===== src/inc/adcrt_defines.svh =====
// Offsets, field positions, reset values and timing counts of the converter
`ifndef ADCRT_DEFINES_SVH
`define ADCRT_DEFINES_SVH

// Register byte offsets on the bus
`define ADCRT_CTRL_OFS 8'h00
`define ADCRT_RES_OFS 8'h04

// Control register fields
`define ADCRT_CTRL_CH_LSB 0
`define ADCRT_CTRL_MODE_LSB 4
`define ADCRT_CTRL_ALIGN_BIT 6
`define ADCRT_CTRL_START_BIT 7
`define ADCRT_CTRL_BUSY_BIT 8
`define ADCRT_CTRL_SMP_LSB 12
`define ADCRT_CTRL_TMG_LSB 14
`define ADCRT_CTRL_RST 16'h0000

// Result register fields
`define ADCRT_RES_CH_LSB 12
`define ADCRT_RES_RST 10'h000

// Conversion mode codes
`define ADCRT_MODE_FIX_SINGLE 2'h0
`define ADCRT_MODE_FIX_CONT 2'h1
`define ADCRT_MODE_SCAN_SINGLE 2'h2
`define ADCRT_MODE_SCAN_CONT 2'h3

// Timing: basic clock divide at code 0, shortest sample in basic clocks
`define ADCRT_DIV_MIN 4
`define ADCRT_SAMPLE_MIN_TBC 8

// Bus answers
`define ADCRT_RESP_OKAY 2'h0
`define ADCRT_RESP_SLVERR 2'h2

`endif


===== src/inc/adcrt_pkg.sv =====
// Types shared by the converter control files
package adcrt_pkg;

	// Approximation engine states
	typedef enum logic [1:0] {
		ADCRT_S_IDLE,
		ADCRT_S_SAMPLE,
		ADCRT_S_CONV
	} adcrt_sar_state_t;

	// Register select after address decode
	typedef enum logic [1:0] {
		ADCRT_SEL_NONE,
		ADCRT_SEL_CTRL,
		ADCRT_SEL_RES
	} adcrt_sel_t;

endpackage : adcrt_pkg


===== src/logic/adcrt_sar_core.sv =====
// Successive approximation engine: sample phase, then one bit per tick
`timescale 1ns/1ns
`include "adcrt_defines.svh"

module adcrt_sar_core #(
	parameter int RES_W = 10
) (
	input wire logic clk_sys,
	input wire logic nrst,
	input wire logic tick,
	input wire logic go,
	input wire logic [6:0] samp_len,
	input wire logic comp,
	output logic busy,
	output logic done,
	output logic sample,
	output logic [RES_W-1:0] result,
	output logic [RES_W-1:0] dac
);

	localparam int BIT_W = $clog2(RES_W);

	adcrt_pkg::adcrt_sar_state_t state_q;
	logic [6:0] cnt_q;
	logic [BIT_W-1:0] bit_q;
	logic [RES_W-1:0] dac_q;
	logic [RES_W-1:0] res_q;
	logic done_q;
	logic sample_q;

	// Trial bit kept when the input sits above the trial level
	wire [RES_W-1:0] bit_mask = RES_W'(1) << bit_q;
	wire [RES_W-1:0] keep_w = comp ? dac_q : (dac_q & ~bit_mask);
	wire [RES_W-1:0] trial_w = keep_w | (bit_mask >> 1);

	assign busy = (state_q != adcrt_pkg::ADCRT_S_IDLE);
	assign done = done_q;
	assign sample = sample_q;
	assign result = res_q;
	assign dac = dac_q;

	// Sequence; the result word changes only at the last bit
	always_ff @(posedge clk_sys) begin
		if (!nrst) begin
			state_q <= adcrt_pkg::ADCRT_S_IDLE;
			cnt_q <= 7'h00;
			bit_q <= '0;
			dac_q <= '0;
			res_q <= '0;
			done_q <= 1'b0;
			sample_q <= 1'b0;
		end else begin
			done_q <= 1'b0;
			unique case (state_q)
				adcrt_pkg::ADCRT_S_IDLE: begin
					if (go) begin
						state_q <= adcrt_pkg::ADCRT_S_SAMPLE;
						sample_q <= 1'b1;
						cnt_q <= samp_len;
					end
				end
				adcrt_pkg::ADCRT_S_SAMPLE: begin
					if (tick) begin
						if (cnt_q == 7'h01) begin
							sample_q <= 1'b0;
							state_q <= adcrt_pkg::ADCRT_S_CONV;
							bit_q <= BIT_W'(RES_W - 1);
							dac_q <= RES_W'(1) << (RES_W - 1);
						end else begin
							cnt_q <= cnt_q - 7'h01;
						end
					end
				end
				adcrt_pkg::ADCRT_S_CONV: begin
					if (tick) begin
						if (bit_q == '0) begin
							res_q <= keep_w;
							dac_q <= keep_w;
							done_q <= 1'b1;
							state_q <= adcrt_pkg::ADCRT_S_IDLE;
						end else begin
							dac_q <= trial_w;
							bit_q <= bit_q - BIT_W'(1);
						end
					end
				end
				default: state_q <= adcrt_pkg::ADCRT_S_IDLE;
			endcase
		end
	end

endmodule : adcrt_sar_core


===== src/logic/adcrt_ctrl_top.sv =====
// Converter control and result registers behind an AXI4-Lite slave
// Functional notes
// Result is always ten bits wide in result bits 9:0, no alignment choice.
// Software keeps control bit 6 at zero; it is reserved.
// Earliest step only: bit 6 may be set after end of init, never before.
// With bit 6 zero, the two result LSBs carry real conversion data.
// Result MSB always sits at bit 9, whatever bit 6 holds.
// Control bits 15:14 select the basic clock divided from the system clock.
// Ten-bit resolution; fixed, auto scan and continuous modes by software.
// Control bits 13:12 set sample time; code 0 gives eight basic clocks.
// Result register changes only when a conversion completes.
//
// Chosen here: the placing of the registers and the AXI4-Lite interface to the registers.
`timescale 1ns/1ns
`include "adcrt_defines.svh"

module adcrt_ctrl_top #(
	parameter int ADDR_W = 8,
	parameter int RES_W = 10,
	parameter int CH_W = 4
) (
	input wire logic clk_sys,
	input wire logic nrst,
	input wire logic [ADDR_W-1:0] s_axi_awaddr,
	input wire logic s_axi_awvalid,
	output logic s_axi_awready,
	input wire logic [31:0] s_axi_wdata,
	input wire logic [3:0] s_axi_wstrb,
	input wire logic s_axi_wvalid,
	output logic s_axi_wready,
	output logic [1:0] s_axi_bresp,
	output logic s_axi_bvalid,
	input wire logic s_axi_bready,
	input wire logic [ADDR_W-1:0] s_axi_araddr,
	input wire logic s_axi_arvalid,
	output logic s_axi_arready,
	output logic [31:0] s_axi_rdata,
	output logic [1:0] s_axi_rresp,
	output logic s_axi_rvalid,
	input wire logic s_axi_rready,
	input wire logic comp_in,
	output logic conv_sample,
	output logic [CH_W-1:0] conv_chan,
	output logic [RES_W-1:0] conv_dac
);

	// Address decode shared by both channels
	function automatic adcrt_pkg::adcrt_sel_t reg_sel(
		input logic [ADDR_W-1:0] a
	);
		if (a == ADDR_W'(`ADCRT_CTRL_OFS))
			return adcrt_pkg::ADCRT_SEL_CTRL;
		else if (a == ADDR_W'(`ADCRT_RES_OFS))
			return adcrt_pkg::ADCRT_SEL_RES;
		else
			return adcrt_pkg::ADCRT_SEL_NONE;
	endfunction : reg_sel

	logic awready_q, wready_q, bvalid_q, arready_q, rvalid_q;
	logic [1:0] bresp_q, rresp_q;
	logic [31:0] rdata_q;
	logic [15:0] ctrl_q;
	logic [RES_W-1:0] res_q;
	logic [CH_W-1:0] res_ch_q, cur_ch_q;
	logic [1:0] cur_mode_q;
	logic run_q, go_q, tick_q;
	logic [5:0] div_cnt_q;
	logic comp_s1_q, comp_s2_q;
	logic sar_busy, sar_done;
	logic [RES_W-1:0] sar_result;

	// Write path: address and data are taken together
	wire wr_start = s_axi_awvalid & s_axi_wvalid & ~awready_q & ~bvalid_q;
	wire wr_take = awready_q & s_axi_awvalid & s_axi_wvalid;
	wire adcrt_pkg::adcrt_sel_t wr_sel = reg_sel(s_axi_awaddr);
	wire ctrl_wr = wr_take & (wr_sel == adcrt_pkg::ADCRT_SEL_CTRL);
	wire rd_start = s_axi_arvalid & ~arready_q & ~rvalid_q;
	wire rd_take = arready_q & s_axi_arvalid;
	wire adcrt_pkg::adcrt_sel_t rd_sel = reg_sel(s_axi_araddr);

	// Control fields
	wire [CH_W-1:0] ctl_ch = ctrl_q[`ADCRT_CTRL_CH_LSB +: CH_W];
	wire [1:0] ctl_mode = ctrl_q[`ADCRT_CTRL_MODE_LSB +: 2];
	wire ctl_start = ctrl_q[`ADCRT_CTRL_START_BIT];
	wire [1:0] ctl_smp = ctrl_q[`ADCRT_CTRL_SMP_LSB +: 2];
	wire [1:0] ctl_tmg = ctrl_q[`ADCRT_CTRL_TMG_LSB +: 2];

	// Basic clock and sample length from the timing fields
	wire [5:0] div_len = 6'(`ADCRT_DIV_MIN) << ctl_tmg;
	wire [6:0] samp_len = 7'(`ADCRT_SAMPLE_MIN_TBC) << ctl_smp;

	// Sequencer decisions; mode and channel are taken at launch and at each continuous repeat
	wire launch = ctl_start & ~run_q & ~go_q & ~sar_busy;
	wire scan_more = cur_mode_q[1] & (cur_ch_q != '0);
	wire cont_more = cur_mode_q[0] & ctl_start;
	wire hw_stop = sar_done & ~scan_more & ~cur_mode_q[0];
	wire sw_start_set = ctrl_wr & s_axi_wstrb[0] &
		s_axi_wdata[`ADCRT_CTRL_START_BIT];

	// Read view: bit 6 has no effect on where the result sits
	wire [15:0] ctrl_view = {ctrl_q[15:12], 3'h0, run_q, ctrl_q[7:0]};
	wire [31:0] res_view = {16'h0000, res_ch_q, 2'h0, res_q};
	wire [31:0] rd_mux = (rd_sel == adcrt_pkg::ADCRT_SEL_CTRL) ?
		{16'h0000, ctrl_view} :
		(rd_sel == adcrt_pkg::ADCRT_SEL_RES) ? res_view : 32'h00000000;

	// Comparator pin passes two flops before use
	always_ff @(posedge clk_sys) begin
		if (!nrst) begin
			comp_s1_q <= 1'b0;
			comp_s2_q <= 1'b0;
		end else begin
			comp_s1_q <= comp_in;
			comp_s2_q <= comp_s1_q;
		end
	end

	// Write channel handshake and response
	always_ff @(posedge clk_sys) begin
		if (!nrst) begin
			awready_q <= 1'b0;
			wready_q <= 1'b0;
			bvalid_q <= 1'b0;
			bresp_q <= `ADCRT_RESP_OKAY;
		end else begin
			awready_q <= wr_start;
			wready_q <= wr_start;
			if (wr_take) begin
				awready_q <= 1'b0;
				wready_q <= 1'b0;
				bvalid_q <= 1'b1;
				bresp_q <= (wr_sel == adcrt_pkg::ADCRT_SEL_NONE) ?
					`ADCRT_RESP_SLVERR : `ADCRT_RESP_OKAY;
			end else if (s_axi_bready) begin
				bvalid_q <= 1'b0;
			end
		end
	end

	// Read channel handshake and data capture
	always_ff @(posedge clk_sys) begin
		if (!nrst) begin
			arready_q <= 1'b0;
			rvalid_q <= 1'b0;
			rdata_q <= 32'h00000000;
			rresp_q <= `ADCRT_RESP_OKAY;
		end else begin
			arready_q <= rd_start;
			if (rd_take) begin
				arready_q <= 1'b0;
				rvalid_q <= 1'b1;
				rdata_q <= rd_mux;
				rresp_q <= (rd_sel == adcrt_pkg::ADCRT_SEL_NONE) ?
					`ADCRT_RESP_SLVERR : `ADCRT_RESP_OKAY;
			end else if (s_axi_rready) begin
				rvalid_q <= 1'b0;
			end
		end
	end

	// Control register; a software start beats the hardware clear
	always_ff @(posedge clk_sys) begin
		if (!nrst) begin
			ctrl_q <= `ADCRT_CTRL_RST;
		end else begin
			if (ctrl_wr & s_axi_wstrb[0])
				ctrl_q[7:0] <= s_axi_wdata[7:0];
			if (ctrl_wr & s_axi_wstrb[1])
				ctrl_q[15:12] <= s_axi_wdata[15:12];
			if (hw_stop & ~sw_start_set)
				ctrl_q[`ADCRT_CTRL_START_BIT] <= 1'b0;
		end
	end

	// Basic clock tick; the divide follows the timing field live
	always_ff @(posedge clk_sys) begin
		if (!nrst) begin
			div_cnt_q <= 6'h00;
			tick_q <= 1'b0;
		end else if (div_cnt_q >= div_len - 6'h01) begin
			div_cnt_q <= 6'h00;
			tick_q <= 1'b1;
		end else begin
			div_cnt_q <= div_cnt_q + 6'h01;
			tick_q <= 1'b0;
		end
	end

	// Conversion sequencer: fixed, scan down to channel 0, or repeat
	always_ff @(posedge clk_sys) begin
		if (!nrst) begin
			run_q <= 1'b0;
			go_q <= 1'b0;
			cur_ch_q <= '0;
			cur_mode_q <= `ADCRT_MODE_FIX_SINGLE;
		end else begin
			go_q <= 1'b0;
			if (launch) begin
				run_q <= 1'b1;
				go_q <= 1'b1;
				cur_ch_q <= ctl_ch;
				cur_mode_q <= ctl_mode;
			end else if (sar_done) begin
				if (scan_more) begin
					cur_ch_q <= cur_ch_q - CH_W'(1);
					go_q <= 1'b1;
				end else if (cont_more) begin
					cur_ch_q <= ctl_ch;
					cur_mode_q <= ctl_mode;
					go_q <= 1'b1;
				end else begin
					run_q <= 1'b0;
				end
			end
		end
	end

	// Result register loads only on completion
	always_ff @(posedge clk_sys) begin
		if (!nrst) begin
			res_q <= `ADCRT_RES_RST;
			res_ch_q <= '0;
		end else if (sar_done) begin
			res_q <= sar_result;
			res_ch_q <= cur_ch_q;
		end
	end

	adcrt_sar_core #(
		.RES_W(RES_W)
	) u_sar (
		.clk_sys(clk_sys),
		.nrst(nrst),
		.tick(tick_q),
		.go(go_q),
		.samp_len(samp_len),
		.comp(comp_s2_q),
		.busy(sar_busy),
		.done(sar_done),
		.sample(conv_sample),
		.result(sar_result),
		.dac(conv_dac)
	);

	assign s_axi_awready = awready_q;
	assign s_axi_wready = wready_q;
	assign s_axi_bvalid = bvalid_q;
	assign s_axi_bresp = bresp_q;
	assign s_axi_arready = arready_q;
	assign s_axi_rvalid = rvalid_q;
	assign s_axi_rdata = rdata_q;
	assign s_axi_rresp = rresp_q;
	assign conv_chan = cur_ch_q;
endmodule : adcrt_ctrl_top


===== config.mk =====
export PLATFORM = sky130hd
export DESIGN_NAME = adcrt_ctrl_top
export DESIGN_NICKNAME = d
export VERILOG_FILES = /design/src/inc/adcrt_pkg.sv /design/src/logic/adcrt_sar_core.sv /design/src/logic/adcrt_ctrl_top.sv
export VERILOG_INCLUDE_DIRS = /design/src /design/src/inc
export SDC_FILE = /design/constraint.sdc
export NUM_CORES = 1
export LEC_CHECK = 0
export ABC_AREA = 1
export BUFFER_PORTS_ARGS = -buffer_cell sky130_fd_sc_hd__clkbuf_2
export CELL_PAD_IN_SITES_DETAIL_PLACEMENT = 0
export CELL_PAD_IN_SITES_GLOBAL_PLACEMENT = 1
export CORE_MARGIN = 4
export CORE_UTILIZATION = 42
export CTS_BUF_LIST = sky130_fd_sc_hd__clkbuf_4 sky130_fd_sc_hd__clkbuf_8
export CTS_CLUSTER_DIAMETER = 150
export DETAILED_ROUTE_END_ITERATION = 12
export PLACE_DENSITY_LB_ADDON = 0.2
export REMOVE_ABC_BUFFERS = 1
export SYNTH_ARGS = -nofsm -noshare
export SYNTH_HDL_FRONTEND = slang
export SYNTH_SLANG_ARGS = --single-unit

===== constraint.sdc =====
create_clock -name clk_sys -period 3.1 [get_ports clk_sys]
set_input_delay 0.155 -clock clk_sys [delete_from_list [all_inputs] [get_ports clk_sys]]
set_output_delay 0.155 -clock clk_sys [all_outputs]
set_load 0.03 [all_outputs]

# Word level (Yosys, flattened, before mapping)
# Index checks and enable logic that the tools add are counted.
[totals]
regBits = 118
output_inout_bits = 56
elab_cells = 171
[classes]
add_sub_neg = 5
n_lt_le_gt_ge = 1
eq_ne = 17
shifts = 3
muxes = 55
bitwise_logic = 34
reduce_logical = 29
[op_table]
columns = ["op", "count"]
rows = [
  ["10-bit 2-to-1 mux", 5],
  ["16-bit 2-to-1 mux", 2],
  ["4-bit 2-to-1 mux", 8],
  ["2-bit 2-to-1 mux", 15],
  ["7-bit 2-to-1 mux", 3],
  ["1-bit bitwise AND", 20],
  ["10-bit case mux with 2 select lines", 1],
  ["1-bit 2-to-1 mux", 17],
  ["8-bit by 3-bit == test with 1-bit output (second input constant)", 2],
  ["8-bit zero test", 2],
  ["2-bit inequality test (second input constant)", 7],
  ["7-bit case mux with 2 select lines", 1],
  ["2-bit nonzero test", 7],
  ["3-bit AND reduction", 4],
  ["4-bit AND reduction", 3],
  ["1-bit NOT", 11],
  ["10-bit bitwise AND", 1],
  ["10-bit NOT", 1],
  ["10-bit by 9-bit OR with 10-bit output", 1],
  ["5-bit AND reduction", 2],
  ["1-bit by 4-bit << shifter with 10-bit output (first input constant)", 1],
  ["4-bit case mux with 2 select lines", 1],
  ["2-bit OR reduction", 4],
  ["4-bit by 1-bit subtractor with 4-bit output (second input constant)", 2],
  ["other kinds (17)", 23],
]

# Longest topological paths before layout
# Gate-level depths: netlist (run 1).
[depth]
word_depth = 10
ltp_mapped = 10

# Modules after synthesis
# A second synthesis (run 1) with hierarchy kept.
[unflattened]
hier_cells = 699
hier_area_um2 = 4888.4
[by_module_without_submodules]
columns = ["mod", "instances", "cells_per_inst", "area_per_inst_um2", "seq_area_each_um2"]
rows = [
  ["adcrt_ctrl_top", 1, 443, 3034.2, 1261.2],
  ["adcrt_sar_core", 1, 256, 1854.3, 700.7],
]

# Least setup slack after synthesis (run 1)
# No wires, ideal clock.
[synth_timing]
path_kind = "reg-to-reg"
start = "register cur_ch_q[0], in the netlist conv_chan[0]"
end = "register cur_ch_q[0], in the netlist conv_chan[0]"
t_arrival_ns = 1.466
required_time_ns = 2.989
setup_slack_ns = 1.522
path_stages_with_launch = 11
n_path_buf = 0
cell_sequence = "dfxtp_1 > inv_1 > ha_1 > nand2_1 > nand2_2 > nand2_1 > nand2_1 > nand2_1 > inv_2 > nor2_1 > nor2_1"
[synth_between]
elab_chain_len = 5
elab_cells_between_ends = 8
[synth_rtl]
columns = ["item", "line", "text"]
rows = [
  ["start, declared", "adcrt_ctrl_top.sv:64", "logic [CH_W-1:0] res_ch_q, cur_ch_q;"],
  ["start signal, assigned", "adcrt_ctrl_top.sv:201", "cur_ch_q <= ctl_ch;"],
  ["start signal, assigned", "adcrt_ctrl_top.sv:205", "cur_ch_q <= cur_ch_q - CH_W'(1);"],
  ["start signal, assigned", "adcrt_ctrl_top.sv:208", "cur_ch_q <= ctl_ch;"],
  ["parallel branches: the longest is 5 deep, another holds 4-bit by 1-bit subtractor with 4-bit output", "-", ""],
]
# Parallel ways; which one is timed is not known. The select of a mux whose other input is x is not followed.
# A chain may end at the register's enable or synchronous reset.

# Final worst setup path (run 1)
[layout_timing]
start = "input s_axi_arvalid"
end = "register rdata_q[0], in the netlist s_axi_rdata[0]"
[layout_between]
elab_chain_len = 1
[layout_rtl]
columns = ["item", "line", "text"]
rows = [
  ["start, declared", "adcrt_ctrl_top.sv:35", "input wire logic s_axi_arvalid,"],
  ["1-bit bitwise AND", "adcrt_ctrl_top.sv:78", "wire rd_take = arready_q & s_axi_arvalid;"],
  ["end signal, assigned", "adcrt_ctrl_top.sv:152", "rdata_q <= rd_mux;"],
  ["end, declared", "adcrt_ctrl_top.sv:61", "logic [31:0] rdata_q;"],
]
# No other way between the ends.

==> results of run 1 <==
==> placed cells by master, fill, tap and decap left out, types with 11 or more instances in the layout <==
cell type      count
dlygate4sd3_1     11
inv_1             73
a21oi_1           40
o21ai_0           32
dfxtp_1           98
nor2_1           112
ha_1              13
nand2_1          167
clkbuf_2          73
o21ai_1           12
conb_1            21
nand3_1           58
==> registers in the layout, indices dropped and copies added (netlist names), 4 cells and up <==
register	count
s_axi_rdata	14
ctrl_q	12
res_q	10
u_sar.dac	10
u_sar.result	10
u_sar.cnt_q	7
div_cnt_q	6
conv_chan	4
res_ch_q	4
u_sar.bit_q	4
==> timing repair <==
action                    CTS  global route
gates resized for setup     0             0
hold endpoints to repair   10             0
hold buffers               11             0
==> logic make-up after synthesis <==
group / count (synthesis) / synth area share [%]
compound gates: 92 / 10.3
flops: 98 / 40.0
buf+inv: 128 / 12.3
fa+ha+maj: 13 / 3.32
simple gates: 376 / 33.3
other cells: 2 / 0.153
xor+xnor: 4 / 0.714
==> per-stage QoR <==
step | utilization [%] | cell area [um^2] | hold slack (ns) | total power [W] | cells
2_1_floorplan | - | 4680 | 0.248 | 0.00144 | 686
3_3_place_gp | 45.9 | 5240 | 0.341 | 0.00150 | 904
3_5_place_dp | 45.9 | 5240 | 0.343 | 0.00151 | 904
4_1_cts | 48.4 | 5530 | 0.000181 | 0.00228 | 931
5_1_grt | 48.4 | 5530 | 0.0234 | 0.00236 | 931
6_report | 48.4 | 5530 | 0.0197 | 0.00225 | 931
==> area by class of cell <==
class                           count  area [um^2]
Clock inverter                      4         28.8
Sequential cell                    98         1960
Inverter                           82          308
Clock buffer                       12          146
Timing Repair Buffer               86          490
Tap cell                          143          179
Fill cell                        1197         5890
Multi-Input combinational cell    506         2410
==> metal layers <==
metal	vias to the layer above	wire, um
met5	-	0
met4	0	194
met3	12	634
met2	114	5270
met1	2005	5310
li1	2347	-
==> report_power, final <==
group | total, W | internal [W] | switching, W | leakage, nW
logic | 0.000193 | 0.0000614 | 0.000132 | 1.78
registers | 0.00129 | 0.00128 | 0.0000154 | 0.792
clock network | 0.000761 | 0.000319 | 0.000441 | 0.0868
==> critical path: stages <==
cell and delay [ns]:
dlygate4sd3_1 0.53, clkbuf_2 0.11, nand2_1 0.14, clkinv_1 0.64, nor2_1 0.28, nor2_1 0.06
nand2_1 0.09, inv_1 0.04
==> how the worst min path moves through the flow <==
stage	startpoint	endpoint	slack, ns	cells after the start
2_1_floorplan	nrst	comp_s1_q	0.25	2
3_5_place_dp	comp_in	comp_s1_q	0.34	3
5_1_grt	s_axi_rready	s_axi_rvalid	0.02	4
6_report	s_axi_bready	s_axi_bvalid	0.02	4
3_3_place_gp	comp_in	comp_s1_q	0.34	3
4_1_cts	s_axi_bready	s_axi_bvalid	0.0002	4
==> results.sh, run 1 <==
export IMPL_arrival_ns=2.06
export IMPL_setup_viol=0
export IMPL_place_hpwl_um=8140
export IMPL_io_pins=116
export IMPL_coreArea_um2=11400
export IMPL_crit_fanout=27
export IMPL_drive_above_1_share_pct=15.6
export IMPL_netlist_instances=713
export IMPL_cts_buffers=9
export IMPL_rrSetupSlack_ns=1.41
export IMPL_worst_slack_ns=1.33
export IMPL_die_height_um=116
export IMPL_reg2reg_to="s_axi_rdata[0]"
export IMPL_yosysWarnings=0
export IMPL_fmax_mhz=565
export IMPL_n_antenna_cell=0
export IMPL_vias=4478
export IMPL_worst_pin_slew_ns=0.851
export IMPL_grt_pass1_wl_um=19600
export IMPL_hp_class="input pin to flop"
export IMPL_irDropWorstVdd_v=0.000195
export IMPL_start_util_pct=43.0
export IMPL_critPathKind="input pin to flop"
export IMPL_leakage_nw=2.66
export IMPL_use_met1_pct=23.9
export IMPL_post_cts_setup_buffer_count=0
export IMPL_antenna_found_initial=0
export IMPL_rr_worst_depth=6
export IMPL_dp_slack_ns=1.35
export IMPL_drt_first_pass_iters=4
export IMPL_synthTopCellsByArea="dfxtp_1 40%, nand2_1 13%, nor2_1 8.6%, nand3_1 5.9%, inv_1 5.6%"
export IMPL_grt_pass1_vias=4252
export IMPL_maxSlewViolCount=0
export IMPL_ant_nets=0
export IMPL_clkTransAtPathRegs_ns=0.10
export IMPL_critical_path_endpoint_type="flop"
export IMPL_drt_iter0_drc=291
export IMPL_cp_startpoint="s_axi_arvalid"
export IMPL_synth_seq_area_share_pct=40.0
export IMPL_ys_top_cells_by_count="167 x nand2_1, 112 x nor2_1, 98 x dfxtp_1"
export IMPL_clock_sinks=98
export IMPL_drc=0
export IMPL_synth_top_area_share_pct=40.0
export IMPL_rsz0062_at_grt="no"
export IMPL_syn_avg_cell_area_um2=6.88
export IMPL_rows=39
export IMPL_grt_use_total_pct=18.1
export IMPL_async_reset_ff_share_pct=0
export IMPL_grt_busiest_layer="met2"
export IMPL_gr_total_overflow=0
export IMPL_syn2layout_area_growth_pct=12.7
export IMPL_netlist_area_um2=4910
export IMPL_worstPathRequired_ns=3.39
export IMPL_synth_seq_cells=98
export IMPL_timing_final_crit_period_ns=1.77
export IMPL_htree_levels=3
export IMPL_synth_ff_type="dfxtp_1"
export IMPL_synthDistinctLibCells=36
export IMPL_synth_most_common_cell="nand2_1"
export IMPL_dieArea_um2=13500
export IMPL_viasPerCell=4.81
export IMPL_cts_root_buf="clkbuf_8"
export IMPL_period_share_pct=57.1
export IMPL_cts_tree="done"
export IMPL_wl_um=11400
export IMPL_use_met2_pct=29.8
export IMPL_power_density_nw_per_um2=407
export IMPL_clockBufferDepth=2
export IMPL_status="completed"
export IMPL_r2r_start="s_axi_arready"
export IMPL_slew_headroom_pct=42.9
export IMPL_use_met3_pct=2.56
export IMPL_final_nets=856
export IMPL_synth_edf_count=0
export IMPL_setup_tns_final_ns=0
export IMPL_fin_skew_ns=0.0101
export IMPL_clock_latency_ns=0.37
export IMPL_endpoint="s_axi_rdata[0]"
export IMPL_finalHoldViolations=0
export IMPL_numPortBuffers=73
export IMPL_gp_congestion=0.893
export IMPL_start_kind="input pin"
export IMPL_grt_max_degree=54
export IMPL_maxCapViolCount=0
export IMPL_yosys_area_top_type="dfxtp_1"
export IMPL_wl_per_cell_um=12.3
export IMPL_die_x_um=116
No activity file was read; power rests on OpenSTA's default activity.
==> run 2: changes to the inputs <==
CORE_UTILIZATION = 35   (was 42)
clock period = 1.55 ns   (was 3.1 ns; I/O delays follow)
==> run 2 against run 1 <==
Clock skew rose by 0.00072 ns. Utilization decreased by 4.6 points. Wire length is 6.3% higher. Critical path depth unchanged. Clock power increased by 120%. Critical endpoint is now u_sar.state_q[1]. Largest power group unchanged.
==> results.sh, run 2 (synthesis gave the netlist of run 1 again) <==
export IMPL_drive_above_1_share_pct=19.7
export IMPL_critical_path_endpoint_type="flop"
export IMPL_gr_total_overflow=0
export IMPL_rr_worst_depth=8
export IMPL_clock_latency_ns=0.37
export IMPL_dieArea_um2=16000
export IMPL_cts_tree="done"
export IMPL_whs_path_depth=3
export IMPL_clkTransAtPathRegs_ns=0.09
export IMPL_clockBufferDepth=2
export IMPL_setup_tns_final_ns=0
export IMPL_slew_headroom_pct=64.8
export IMPL_period_share_pct=92.7
export IMPL_grt_pass1_wl_um=20100
export IMPL_irDropWorstVdd_v=0.000628
export IMPL_place_hpwl_um=8950
export IMPL_wl_um=12100
export IMPL_coreArea_um2=13500
export IMPL_numPortBuffers=73
export IMPL_finalNonFillerCells=994
export IMPL_fmax_mhz=696
export IMPL_drt_iter0_drc=223
export IMPL_maxSlewViolCount=0
export IMPL_fin_skew_ns=0.0108
export IMPL_multi_input_area_um2=2460
export IMPL_ant_nets=0
export IMPL_largest_reg_flops=14
export IMPL_antenna_found_initial=0
export IMPL_cts_buffers=9
export IMPL_clock_sinks=98
export IMPL_viasPerCell=4.64
export IMPL_power_density_nw_per_um2=788
export IMPL_start_util_pct=36.3
export IMPL_regArea_um2=1970
export IMPL_arrival_ns=1.74
export IMPL_grt_use_total_pct=15.2
export IMPL_drc=0
export IMPL_n_antenna_cell=0
export IMPL_worst_pin_slew_ns=0.528
export IMPL_dp_slack_ns=-0.0283
export IMPL_finalHoldViolations=0
export IMPL_grt_pass1_vias=4454
export IMPL_rows=42
export IMPL_io_pins=116
export IMPL_die_height_um=126
export IMPL_critPathKind="flop to flop"
export IMPL_grt_max_degree=43
export IMPL_maxCapViolCount=0
export IMPL_htree_levels=3
export IMPL_wl_per_cell_um=12.2
export IMPL_start_kind="flop"
export IMPL_worst_slack_ns=0.114
export IMPL_layout_commonest_cell="nand2_1"
export IMPL_timing_final_crit_period_ns=1.44
export IMPL_syn2layout_area_growth_pct=20.6
export IMPL_gp_congestion=0.815
export IMPL_layout_common_cells="164 x nand2_1, 110 x nor2_1, 94 x dfxtp_1"
export IMPL_worstPathRequired_ns=1.86
export IMPL_cts_root_buf="clkbuf_8"
export IMPL_rsz0062_at_grt="yes"
export IMPL_vias=4616
export IMPL_place_inst=961
export IMPL_setup_viol=0
export IMPL_leakage_nw=2.83
export IMPL_crit_fanout=5
export IMPL_status="completed"
export IMPL_hp_class="input pin to flop"
export IMPL_die_x_um=126
export IMPL_final_nets=888
export IMPL_drt_first_pass_iters=4
export IMPL_fillerInstances=1433
run 2: metal layers:
layer	global-route usage, %	vias to the layer above	part of all wire, %
met3	4.29	13	4.6
met1	18.0	2100	45
met2	26.6	92	49
li1	-	2411	-
met5	0	-	0
met4	4.86	0	1.6
run 2: worst paths after layout:
check	start	to	slack, ns
setup / recovery	u_sar.bit_q[0]	u_sar.state_q[1]	0.11
hold / removal	s_axi_wdata[7]	ctrl_q[7]	0.03
setup reg to reg	u_sar.bit_q[0]	u_sar.state_q[1]	0.11
hold reg to reg	comp_s1_q	comp_s2_q	0.42
run 2: final cells by class:
cell class | instances | share of cell area [%]
Clock buffer | 11 | 2.56
Timing Repair Buffer | 118 | 13.0
Multi-Input combinational cell | 506 | 41.6
Sequential cell | 98 | 33.2
Inverter | 82 | 5.20
Tap cell | 176 | 3.72
Clock inverter | 3 | 0.677
run 2: timing repair:
item	in CTS	in global routing
setup buffers	0	2
endpoints found under the setup margin	5	48
cloned	0	0
hold buffers	17	0
gates resized for setup	1	22
hold endpoints to repair	16	0
pin swaps	1	4
run 2: critical path, stage by stage, from the launching register on:
cell,delay [ns]
dfxtp_1,0.35
inv_1,0.14
ha_2,0.28
nand2_1,0.08
nor2_1,0.10
nand2_1,0.07
a21boi_0,0.17
nand2_1,0.07
a21oi_1,0.11
run 2: power by group:
group	switching [W]	internal, W	total (W)
clock	0.000852	0.000812	0.00166
combinational	0.000272	0.000142	0.000414
sequential	0.0000313	0.00256	0.00259
run 2: metrics by stage:
step	power [W]	utilization, %	hold WS, ns	instance area (um^2)
after global placement	0.00302	40.6	0.268	5490
after detailed placement	0.00302	40.6	0.276	5490
after floorplan	0.00288	-	0.171	4680
after global routing	0.00489	43.8	0.0430	5920
final	0.00467	43.8	0.0264	5920
after CTS	0.00474	43.3	0.00910	5850
